## config.mk

```make
export PLATFORM = sky130hd
export DESIGN_NAME = clock_mode_generator_control
export DESIGN_NICKNAME = d
export VERILOG_FILES = /design/src/logic/sync_2ff.v /design/src/logic/ready_timer.v /design/src/logic/clock_mode_generator_control.v
export VERILOG_INCLUDE_DIRS = /design/src /design/src/logic
export SDC_FILE = /design/constraint.sdc
export NUM_CORES = 1
export LEC_CHECK = 0
export BUFFER_PORTS_ARGS = -buffer_cell sky130_fd_sc_hd__buf_2
export CAP_MARGIN = 0
export CORE_MARGIN = 5
export CORE_UTILIZATION = 25
export DETAILED_ROUTE_END_ITERATION = 8
export GPL_ROUTABILITY_DRIVEN = 0
export PLACE_DENSITY = 0.4
export RECOVER_POWER = 100
export SLEW_MARGIN = 10
export SYNTH_ARGS = -nofsm -noshare
export SYNTH_HDL_FRONTEND = slang
export SYNTH_SLANG_ARGS = --single-unit
export TNS_END_PERCENT = 5
```

## constraint.sdc

```tcl
create_clock -name ref_clk_i -period 6.42 [get_ports ref_clk_i]
set_input_delay 1.284 -clock ref_clk_i [delete_from_list [all_inputs] [get_ports ref_clk_i]]
set_output_delay 1.284 -clock ref_clk_i [all_outputs]
set_load 0.03 [all_outputs]
```

## src/logic/clock_mode_regs.vh

```
`ifndef CLOCK_MODE_REGS_VH
`define CLOCK_MODE_REGS_VH
// register byte offsets
`define OFS_CTRL1 12'h000
`define OFS_CTRL2 12'h004
`define OFS_PLLCFG 12'h008
`define OFS_STATUS 12'h00C
`define OFS_SYSDIV 12'h010
`define OFS_RTCSEL 12'h014
`define OFS_RTCOSC 12'h018
`define OFS_COMPUTE 12'h01C
`define OFS_ACCESS 12'h020
// ctrl1 fields
`define C1_SRC_HI 7
`define C1_SRC_LO 6
`define C1_FDIV_HI 5
`define C1_FDIV_LO 3
`define C1_IREF 2
// ctrl2 fields
`define C2_RANGE_HI 5
`define C2_RANGE_LO 4
`define C2_HGAIN 3
`define C2_EXTKIND 2
// pllcfg fields
`define PC_MON_EN 7
`define PC_MON_RST 6
`define PC_PLLSEL 5
`define PC_MULT_HI 4
`define PC_MULT_LO 0
`define PC_PDIV_HI 12
`define PC_PDIV_LO 8
// status fields
`define ST_LOCK 6
`define ST_PLL_SELECTED_STATUS 5
`define ST_INTERNAL_REFERENCE_STATUS 4
`define ST_SRC_HI 3
`define ST_SRC_LO 2
`define ST_OSCRDY 1
`define ST_MONFLT 0
// output source codes
`define SRC_PLL 2'h0
`define SRC_INT 2'h1
`define SRC_EXT 2'h2
`define SST_FLL 2'h0
`define SST_INT 2'h1
`define SST_EXT 2'h2
`define SST_PLL 2'h3
// rtc source codes
`define RTC_OSC 2'h0
`define RTC_PIN 2'h2
`define RTC_LPO 2'h3
// reset values
`define RST_CTRL1 8'h04
`define RST_CTRL2 8'h00
`define RST_SYSDIV 8'h00
// timing
`define OSC_START_CYC 16'h0400
`define LOCK_CYC 16'h0800
`define SWITCH_CYC 4'h3
`define MON_LIMIT 8'hFF
`endif

```

## src/logic/sync_2ff.v

```verilog
`timescale 1ns/1ps
`default_nettype none
module sync_2ff #(
    parameter WIDTH = 1
) (
    input wire clk_i, // clock
    input wire rst_n_i, // reset, active low
    input wire [WIDTH-1:0] d_i, // async input
    output wire [WIDTH-1:0] q_o // synced output
);
    reg [WIDTH-1:0] meta_ff;
    reg [WIDTH-1:0] sync_ff;
    // two stages, first read only by second
    always @(posedge clk_i or negedge rst_n_i) begin
        if (!rst_n_i) begin
            meta_ff <= {WIDTH{1'b0}};
            sync_ff <= {WIDTH{1'b0}};
        end else begin
            meta_ff <= d_i;
            sync_ff <= meta_ff;
        end
    end
    assign q_o = sync_ff;
endmodule
`default_nettype wire

```

## src/logic/ready_timer.v

```verilog
`timescale 1ns/1ps
`default_nettype none
module ready_timer #(
    parameter WIDTH = 16
) (
    input wire clk_i, // clock
    input wire rst_n_i, // reset, active low
    input wire run_i, // count while high, clear when low
    input wire [WIDTH-1:0] limit_i, // cycles until done
    output reg done_o // high once limit reached
);
    reg [WIDTH-1:0] cnt_ff;
    // counts up while run; done sticks until run drops
    always @(posedge clk_i or negedge rst_n_i) begin
        if (!rst_n_i) begin
            cnt_ff <= {WIDTH{1'b0}};
            done_o <= 1'b0;
        end else if (!run_i) begin
            cnt_ff <= {WIDTH{1'b0}};
            done_o <= 1'b0;
        end else if (cnt_ff >= limit_i) begin
            done_o <= 1'b1;
        end else begin
            cnt_ff <= cnt_ff + {{(WIDTH-1){1'b0}}, 1'b1};
        end
    end
endmodule
`default_nettype wire

```

## src/logic/clock_mode_generator_control.v

```verilog
// How it works
// - any reset comes up in fll_internal_engaged_mode, internal reference selected.
// - pll output clock divider is fixed at half the pll frequency.
// - source code 10 selects external; clearing internal select enables oscillator.
// - oscillator ready flag sets after oscillator startup time.
// - status field reports real source; internal status clears on external use.
// - clock monitor fault raises interrupt or reset, as configured.
// - pll select with external source enables pll, output unchanged.
// - pll selected status and separate lock flag are reported.
// - pll divider code 1 divides by 2; multiplier code 0 gives 96 MHz.
// - fll divider ratio depends on range; code 3 at 8 MHz gives 256.
// - clearing source field with pll locked switches output to pll.
// - rtc source: 0 oscillator, 2 input pin, 3 low power oscillator.
// - oscillator 32k only with 32k range and high gain off, not deepest stop.
// - in deepest stop only the input pin clocks the rtc.
// - rtc timekeeping flagged valid only for a 32.768 kHz source.
// - rtc oscillator registers reset only at power on.
// - compute request set or cleared is followed by matching acknowledge.
// - during compute, off-platform access errors, gpio inputs unreadable.
// - dma request leaves compute and resumes it after the transfer.
//
// Implementation choices: the placing of the registers and the APB register port.
`timescale 1ns/1ps
`default_nettype none
`include "clock_mode_regs.vh"
module clock_mode_generator_control #(
    parameter PLL_DIV_W = 5,
    parameter OSC_START = `OSC_START_CYC,
    parameter LOCK_TIME = `LOCK_CYC
) (
    input wire ref_clk_i, // 25 MHz clock
    input wire resetn_i, // any reset, active low
    input wire por_n_i, // power-on reset, active low
    input wire psel_i, // apb select
    input wire penable_i, // apb enable
    input wire pwrite_i, // apb write
    input wire [11:0] paddr_i, // apb byte address
    input wire [31:0] pwdata_i, // apb write data
    output reg [31:0] prdata_o, // apb read data
    output reg pready_o, // apb ready
    output reg pslverr_o, // apb error
    input wire osc_clock_alive_i, // external oscillator toggling, async
    input wire rtc_pin_is_32k_i, // pin source at 32.768 kHz, async
    input wire deepest_stop_i, // deepest leakage stop active, async
    input wire dma_req_i, // dma request pending
    input wire dma_done_i, // dma transfer complete pulse
    input wire periph_req_i, // peripheral bus access request
    input wire periph_gpio_in_i, // access is a gpio input read
    output reg [1:0] out_src_sel_o, // 0 fll 1 int 2 ext 3 pll
    output reg osc_enable_o, // external oscillator enable
    output reg pll_enable_o, // pll enable
    output reg [4:0] pll_ref_div_o, // pll reference divide minus one
    output reg [4:0] pll_mult_o, // pll multiplier code
    output reg [10:0] fll_div_o, // fll reference divide ratio
    output reg [1:0] pll_post_div_o, // pll to system divide ratio
    output reg [3:0] core_div_o, // core divider code
    output reg [3:0] bus_div_o, // bus divider code
    output reg [1:0] rtc_src_o, // rtc 32k source mux
    output reg rtc_clock_valid_o, // rtc source is usable
    output reg rtc_time_valid_o, // timekeeping accurate
    output reg mon_irq_o, // clock monitor interrupt
    output reg mon_reset_o, // clock monitor reset request
    output reg periph_gate_o, // peripheral clocks gated
    output reg periph_err_o // bus error to peripheral access
);
    wire rst_n;
    reg rst_meta_ff, rst_sync_ff;
    // reset release through two stages
    always @(posedge ref_clk_i or negedge resetn_i) begin
        if (!resetn_i) begin
            rst_meta_ff <= 1'b0;
            rst_sync_ff <= 1'b0;
        end else begin
            rst_meta_ff <= 1'b1;
            rst_sync_ff <= rst_meta_ff;
        end
    end
    assign rst_n = rst_sync_ff;
    wire osc_alive, pin32k, deep_stop;
    sync_2ff #(.WIDTH(3)) u_sync (
        .clk_i(ref_clk_i),
        .rst_n_i(rst_n),
        .d_i({osc_clock_alive_i, rtc_pin_is_32k_i, deepest_stop_i}),
        .q_o({osc_alive, pin32k, deep_stop})
    );
    // control registers, reset by any reset
    reg [7:0] ctrl1_ff, ctrl2_ff, sysdiv_ff;
    reg [7:0] pllcfg_lo_ff;
    reg [PLL_DIV_W-1:0] pdiv_ff;
    reg [1:0] rtcsel_ff;
    reg cpo_req_ff, cpo_ack_ff, dma_exit_ff;
    // rtc oscillator register survives all but power on
    reg [4:0] rtcosc_ff;
    reg [1:0] cur_src_ff;
    reg [3:0] sw_cnt_ff;
    reg mon_flt_ff;
    reg [7:0] mon_cnt_ff;
    wire osc_ready, pll_locked;
    wire wr_en = psel_i && penable_i && pwrite_i && pready_o;
    wire apb_setup = psel_i && !penable_i;
    wire [1:0] src_req = ctrl1_ff[`C1_SRC_HI:`C1_SRC_LO];
    wire pll_sel = pllcfg_lo_ff[`PC_PLLSEL];
    // fll ratio from range and divider code
    function [10:0] fll_ratio;
        input [1:0] range;
        input [2:0] code;
        begin
            if (range == 2'h0)
                fll_ratio = 11'h001 << code;
            else if (code > 3'h5)
                fll_ratio = 11'h400 >> (3'h7 - code);
            else
                fll_ratio = 11'h020 << code;
        end
    endfunction
    // register word match, shared by the write and clear paths
    function wr_hit;
        input [11:0] addr;
        input [11:0] ofs;
        begin
            wr_hit = (addr == ofs);
        end
    endfunction
    ready_timer #(.WIDTH(16)) u_osc_tmr (
        .clk_i(ref_clk_i),
        .rst_n_i(rst_n),
        .run_i(osc_enable_o && osc_alive),
        .limit_i(OSC_START),
        .done_o(osc_ready)
    );
    // lock after lock time with pll on
    ready_timer #(.WIDTH(16)) u_lock_tmr (
        .clk_i(ref_clk_i),
        .rst_n_i(rst_n),
        .run_i(pll_enable_o && osc_ready),
        .limit_i(LOCK_TIME),
        .done_o(pll_locked)
    );
    // register writes
    always @(posedge ref_clk_i or negedge rst_n) begin
        if (!rst_n) begin
            ctrl1_ff <= `RST_CTRL1;
            ctrl2_ff <= `RST_CTRL2;
            sysdiv_ff <= `RST_SYSDIV;
            pllcfg_lo_ff <= 8'h00;
            pdiv_ff <= {PLL_DIV_W{1'b0}};
            rtcsel_ff <= `RTC_OSC;
            cpo_req_ff <= 1'b0;
        end else if (wr_en) begin
            case (paddr_i)
                `OFS_CTRL1: ctrl1_ff <= pwdata_i[7:0];
                `OFS_CTRL2: ctrl2_ff <= pwdata_i[7:0];
                `OFS_PLLCFG: begin
                    pllcfg_lo_ff <= pwdata_i[7:0];
                    pdiv_ff <= pwdata_i[`PC_PDIV_LO+PLL_DIV_W-1:`PC_PDIV_LO];
                end
                `OFS_SYSDIV: sysdiv_ff <= pwdata_i[7:0];
                `OFS_RTCSEL: rtcsel_ff <= pwdata_i[1:0];
                `OFS_COMPUTE: cpo_req_ff <= pwdata_i[0];
                default: ;
            endcase
        end
    end
    always @(posedge ref_clk_i or negedge por_n_i) begin
        if (!por_n_i)
            rtcosc_ff <= 5'h00;
        else if (wr_en && wr_hit(paddr_i, `OFS_RTCOSC))
            rtcosc_ff <= pwdata_i[4:0];
    end
    // switch only after quiet wait, source must be ready
    wire [1:0] want_src = (src_req == `SRC_EXT) ? `SST_EXT :
                          (src_req == `SRC_INT) ? `SST_INT :
                          (pll_sel ? `SST_PLL : `SST_FLL);
    wire want_ok = (want_src == `SST_EXT) ? osc_ready :
                   (want_src == `SST_PLL) ? pll_locked : 1'b1;
    // limitation: a source that fails after the switch keeps the output on it;
    // the clock monitor is what reports that case
    reg [1:0] want_last_ff;
    // a target that moves mid-wait restarts the quiet count, so the mux never
    // lands on a target that was not stable for the whole wait
    always @(posedge ref_clk_i or negedge rst_n) begin
        if (!rst_n)
            want_last_ff <= `SST_FLL;
        else
            want_last_ff <= want_src;
    end
    always @(posedge ref_clk_i or negedge rst_n) begin
        if (!rst_n) begin
            cur_src_ff <= `SST_FLL;
            sw_cnt_ff <= 4'h0;
        end else if (want_src == cur_src_ff || !want_ok || want_src != want_last_ff) begin
            sw_cnt_ff <= 4'h0;
        end else if (sw_cnt_ff >= `SWITCH_CYC) begin
            cur_src_ff <= want_src;
            sw_cnt_ff <= 4'h0;
        end else begin
            sw_cnt_ff <= sw_cnt_ff + 4'h1;
        end
    end
    // monitor: oscillator lost while in use
    always @(posedge ref_clk_i or negedge rst_n) begin
        if (!rst_n) begin
            mon_cnt_ff <= 8'h00;
            mon_flt_ff <= 1'b0;
        end else begin
            if (!pllcfg_lo_ff[`PC_MON_EN] || osc_alive || !osc_enable_o)
                mon_cnt_ff <= 8'h00;
            else if (mon_cnt_ff != `MON_LIMIT)
                mon_cnt_ff <= mon_cnt_ff + 8'h01;
            // set wins over clear
            if (mon_cnt_ff == `MON_LIMIT)
                mon_flt_ff <= 1'b1;
            else if (wr_en && wr_hit(paddr_i, `OFS_STATUS) && pwdata_i[`ST_MONFLT])
                mon_flt_ff <= 1'b0;
        end
    end
    // acknowledge follows request; dma leaves compute
    always @(posedge ref_clk_i or negedge rst_n) begin
        if (!rst_n) begin
            cpo_ack_ff <= 1'b0;
            dma_exit_ff <= 1'b0;
        end else begin
            if (dma_req_i)
                dma_exit_ff <= 1'b1;
            else if (dma_done_i)
                dma_exit_ff <= 1'b0;
            cpo_ack_ff <= cpo_req_ff;
        end
    end
    wire cpo_active = cpo_ack_ff && !dma_exit_ff;
    wire osc32k_ok = rtcosc_ff[0] && ctrl2_ff[`C2_RANGE_HI:`C2_RANGE_LO] == 2'h0 &&
                     !ctrl2_ff[`C2_HGAIN] && !deep_stop;
    reg rtc_ok, rtc_acc;
    // rtc source availability
    always @* begin
        rtc_ok = 1'b0;
        rtc_acc = 1'b0;
        case (rtcsel_ff)
            `RTC_OSC: begin
                rtc_ok = osc32k_ok;
                rtc_acc = osc32k_ok;
            end
            // pin is the only source in deepest stop
            `RTC_PIN: begin
                rtc_ok = 1'b1;
                rtc_acc = pin32k;
            end
            `RTC_LPO: begin
                rtc_ok = !deep_stop;
                rtc_acc = 1'b0;
            end
            default: ;
        endcase
    end
    // status reports the source that really drives the output
    wire pll_sel_st = pll_enable_o & osc_ready;
    // internal status holds until the oscillator can take over the fll reference
    wire iref_st = ctrl1_ff[`C1_IREF] ? (cur_src_ff == `SST_FLL || cur_src_ff == `SST_INT) : !osc_ready;
    wire [31:0] status_w = {25'h0, pll_locked, pll_sel_st, iref_st, cur_src_ff, osc_ready, mon_flt_ff};
    // outputs from flip-flops
    always @(posedge ref_clk_i or negedge rst_n) begin
        if (!rst_n) begin
            out_src_sel_o <= `SST_FLL;
            osc_enable_o <= 1'b0;
            pll_enable_o <= 1'b0;
            pll_ref_div_o <= 5'h00;
            pll_mult_o <= 5'h00;
            fll_div_o <= 11'h001;
            pll_post_div_o <= 2'h2;
            core_div_o <= 4'h0;
            bus_div_o <= 4'h0;
            rtc_src_o <= `RTC_OSC;
            rtc_clock_valid_o <= 1'b0;
            rtc_time_valid_o <= 1'b0;
            mon_irq_o <= 1'b0;
            mon_reset_o <= 1'b0;
            periph_gate_o <= 1'b0;
            periph_err_o <= 1'b0;
        end else begin
            out_src_sel_o <= cur_src_ff;
            osc_enable_o <= !ctrl1_ff[`C1_IREF];
            // pll runs while output stays external
            pll_enable_o <= pll_sel && !ctrl1_ff[`C1_IREF];
            // stored code is divide minus one
            pll_ref_div_o <= pdiv_ff[4:0];
            pll_mult_o <= pllcfg_lo_ff[`PC_MULT_HI:`PC_MULT_LO];
            fll_div_o <= fll_ratio(ctrl2_ff[`C2_RANGE_HI:`C2_RANGE_LO],
                                   ctrl1_ff[`C1_FDIV_HI:`C1_FDIV_LO]);
            pll_post_div_o <= 2'h2;
            core_div_o <= sysdiv_ff[7:4];
            bus_div_o <= sysdiv_ff[3:0];
            rtc_src_o <= rtcsel_ff;
            rtc_clock_valid_o <= rtc_ok;
            // timekeeping valid only at 32.768 kHz
            rtc_time_valid_o <= rtc_ok && rtc_acc;
            mon_irq_o <= mon_flt_ff && !pllcfg_lo_ff[`PC_MON_RST];
            mon_reset_o <= mon_flt_ff && pllcfg_lo_ff[`PC_MON_RST];
            periph_gate_o <= cpo_active;
            // off-platform access errors in compute
            // every access on this port counts as off-platform; platform paths never reach it
            periph_err_o <= cpo_active && periph_req_i;
        end
    end
    // apb slave: no wait states, error on unmapped
    always @(posedge ref_clk_i or negedge rst_n) begin
        if (!rst_n) begin
            pready_o <= 1'b0;
            pslverr_o <= 1'b0;
            prdata_o <= 32'h0;
        end else begin
            pready_o <= apb_setup;
            pslverr_o <= 1'b0;
            prdata_o <= 32'h0;
            if (apb_setup) begin
                case (paddr_i)
                    `OFS_CTRL1: prdata_o <= {24'h0, ctrl1_ff};
                    `OFS_CTRL2: prdata_o <= {24'h0, ctrl2_ff};
                    `OFS_PLLCFG: prdata_o <= {19'h0, pdiv_ff[4:0], pllcfg_lo_ff};
                    `OFS_STATUS: prdata_o <= status_w;
                    `OFS_SYSDIV: prdata_o <= {24'h0, sysdiv_ff};
                    `OFS_RTCSEL: prdata_o <= {30'h0, rtcsel_ff};
                    `OFS_RTCOSC: prdata_o <= {27'h0, rtcosc_ff};
                    `OFS_COMPUTE: prdata_o <= {30'h0, cpo_ack_ff, cpo_req_ff};
                    `OFS_ACCESS: prdata_o <= {30'h0, cpo_active & periph_gpio_in_i, cpo_active};
                    default: pslverr_o <= 1'b1;
                endcase
            end
        end
    end
endmodule
`default_nettype wire

```

==> results_dict.tcl <==
set metrics [dict create \
    status "finished, violations left" \
    violations "max-capacitance violations, max-slew violations" \
    powerDensity_mw_per_mm2 284 \
    syn-cell-area_sq_mm 0.00670 \
    cts_max_level 4 \
    crit_type "in -> reg" \
    arrival_ps 4230 \
    first_global_vias 4706 \
    synth-seq-area-share 0.606 \
    synth_edf_count 0 \
    remaining_drc_errors 0 \
    drtIter0Drc 219 \
    setup_viol 0 \
    synth.distinct_cells 54 \
    hp-class "reg -> reg" \
    start_kind "primary input" \
    r2r-end "sysdiv_ff[2]$_DFFE_PN0P_" \
    worstPathRequired_ps 6720 \
    area_growth_pct 19.8 \
    synth_cells 552 \
    die_w_um 174 \
    post_drt_wl_per_cell_um 15.5 \
    routed_wirelength_mm 15.5 \
    p_leak_nw 3.69 \
    final.period_utilization 0.612 \
    endpoint "sysdiv_ff[3]$_DFFE_PN0P_" \
    drtAntennaViolNets 0 \
    cts_buffer_depth 2 \
    cpPeakStageDelay_ps 830 \
    cts_buffers 17 \
    synthTopCellsByArea "dfrtp_1 60%, mux2_2 9.1%, nor2_1 3.0%" \
    cp_cell_sequence "clkbuf_1 -> inv_1 -> nor4_1 -> nand2_1 -> mux2_2" \
    irDropWorstVdd_mv 0.219 \
    place_hpwl_mm 11.0 \
    rr_startpoint "rst_n$_DFF_PN0_" \
    rsz0062_at_grt "false" \
    skew_ps 10.1 \
    rrSetupSlack_ps 2750 \
    yosysWarnings 0 \
    cpMaxStageDelayCell "clkbuf_1" \
    row_count 60 \
    synth_top_area_share 0.598 \
    pwr-share-clk 0.513 \
    synth_largest_area_cell "dfrtp_1" \
    avgSynthCellArea_sq_um 12.1 \
    dieHeight_um 174 \
    viasPerCell 4.34 \
    slew_viol_final 169 \
    grt-ovfl-total 0 \
    power_w 0.00228 \
    cp-end-kind "flip-flop" \
    p_comb_frac 0.032 \
    drt-pass1-iter-count 4 \
    die_area_sq_mm 0.0302 \
    root_buffer "clkbuf_16" \
    min_period_ps 3930 \
    async_reset_ff_frac 1.00 \
    hold_viol 0 \
    cts_tree "yes" \
    sw_frac_of_total 0.206 \
    core_sq_mm 0.0267 \
    vias 4346 \
    reg2reg_depth 1 \
    cts.sinks 162 \
    antenna_found_initial 1 \
    power.switching_w 0.000468 \
    grt_usage 0.105 \
    synth_flop_cell "dfrtp_1" \
    fin_nets 710 \
    ys_seq_elements 162 \
    grt_max_degree 66 \
    n_fill_cell 2762 \
    timing.fmax_ghz 0.254 \
    worst-path-max-fanout 21 \
    maxSlewHeadroom -0.478 \
    clock_latency_ps 410 \
    maxCapViolations 4 \
    tightest_slew_ps 2220 \
    ctsResizeCount 0 \
    start_util 0.251 \
    seqPwrFrac 0.455 \
    clkTransAtPathRegs_ps 60 \
    grt_pass1_wl_mm 25.6 \
    postCtsSetupBuffers 0 \
    tns_ps 0 \
    cp-startpoint "paddr_i[4]" \
    portBuffers 93 \
    p_int_w 0.00181 \
    io_pins 134 \
    holdBufCountCts 0 \
    holdCritStartpoint "rst_meta_ff$_DFF_PN0_" \
    drive_gt1_frac 0.189 \
]
[critical path, delay by kind of cell]
family | cells | cell delay (ps)
and+or+nand+nor | 2 | 1300
buffers and inverters | 2 | 1200
muxes | 1 | 430
[flip-flops by register name, indices dropped and copies added, names as in the netlist, 2 cells and up]
register	flops
rtcosc_ff	5
sysdiv_ff	8
fll_div_o	11
u_sync.meta_ff	3
u_lock_tmr.cnt_ff	16
rtc_src_o	2
bus_div_o	4
u_sync.q_o	3
u_osc_tmr.cnt_ff	16
prdata_o	13
rtcsel_ff	2
pll_mult_o	5
want_last_ff	2
ctrl1_ff	8
ctrl2_ff	8
mon_cnt_ff	8
pll_ref_div_o	5
core_div_o	4
pllcfg_lo_ff	8
out_src_sel_o	2
sw_cnt_ff	4
pdiv_ff	5
cur_src_ff	2
[cells by family after synthesis]
| logic type | Yosys count | synth area share |
|---|---|---|
| flops | 162 | 0.606 |
| other cells | 2 | 0.00112 |
| simple gates | 192 | 0.153 |
| xor+xnor | 18 | 0.0235 |
| fa+ha+maj | 7 | 0.0127 |
| mux | 65 | 0.113 |
| buf+inv | 54 | 0.0441 |
| compound gates | 52 | 0.0465 |
[cell usage in the layout (no fill, tap or decap), types with 4 or more instances in the layout]
cell type / instances
nor2b_1: 8
xnor2_1: 14
a22oi_1: 4
ha_1: 6
xor2_1: 4
nor2_1: 54
mux2_2: 54
a21oi_1: 17
buf_2: 32
mux2i_1: 8
dfrtp_1: 160
nor4_1: 6
o21ai_0: 14
bufinv_16: 6
inv_1: 12
clkbuf_1: 63
and3_1: 18
nand3_1: 26
and2_0: 6
nand2_1: 26
a31oi_1: 4
nand4_1: 7
clkinv_4: 4
nor3_1: 11
nand3b_1: 6
or3_1: 6
clkbuf_16: 17
conb_1: 24
[synth_stat cells (7+ instances only)]
library cell / instances
nor2b_1: 8
nand4_1: 7
a21oi_1: 17
mux2_2: 54
o21ai_0: 14
nor2_1: 53
and3_1: 18
mux2i_1: 8
nand3_1: 26
nor3_1: 9
and2_1: 8
nand2_1: 26
xnor2_1: 14
dfrtp_1: 160
buf_4: 22
clkbuf_1: 15
inv_1: 12
[per-stage QoR]
stage / cells / area, sq um / worst slack, ps / hold slack [ps] / util
floorplan: 574 / 6780 / 1730 / 331 / -
global placement: 969 / 7440 / 2640 / 333 / 0.279
detailed placement: 969 / 7440 / 2620 / 336 / 0.279
CTS: 1001 / 8140 / 3060 / 352 / 0.305
global route: 1001 / 8020 / 1890 / 367 / 0.301
finish: 1002 / 8020 / 2490 / 351 / 0.301
[layer usage]
layer / track usage / vias up / part of all wire
li1: - / 2066 / -
met1: 0.130 / 2189 / 0.44
met2: 0.181 / 78 / 0.50
met3: 0.0325 / 11 / 0.046
met4: 0.0257 / 2 / 0.0086
met5: 0 / - / 0.00045
[power by group through the flow]
stage / Clock (W) / Sequential [W] / Combinational (W)
2_1_floorplan: 0 / 0.00106 / 0.0000480
4_1_cts: 0.00121 / 0.00104 / 0.0000760
3_3_place_gp: 0 / 0.00106 / 0.0000741
5_1_grt: 0.00126 / 0.00104 / 0.0000811
3_5_place_dp: 0 / 0.00106 / 0.0000760
6_report: 0.00117 / 0.00104 / 0.0000722
[worst min-delay path by stage]
stage / to / cells after the start / slack, ps
2_1_floorplan: rst_n$_DFF_PN0_ / 0 / 330
3_3_place_gp: u_sync.q_o[0]$_DFF_PN0_ / 0 / 330
3_5_place_dp: u_sync.q_o[0]$_DFF_PN0_ / 0 / 340
4_1_cts: u_sync.q_o[0]$_DFF_PN0_ / 0 / 350
5_1_grt: rst_n$_DFF_PN0_ / 0 / 370
6_report: rst_n$_DFF_PN0_ / 0 / 350
[cell type report]
cell class	count	area (sq um)	share of cell area
clock inverter	11	224	0.0279
antenna	1	2.50	0.000312
multi-input combinational	358	2400	0.299
inverter	13	48.8	0.00608
tap	341	427	0.0532
timing repair buffer	95	398	0.0496
sequential	162	4060	0.506
clock buffer	21	470	0.0586
(Power assumes the default switching activity.)
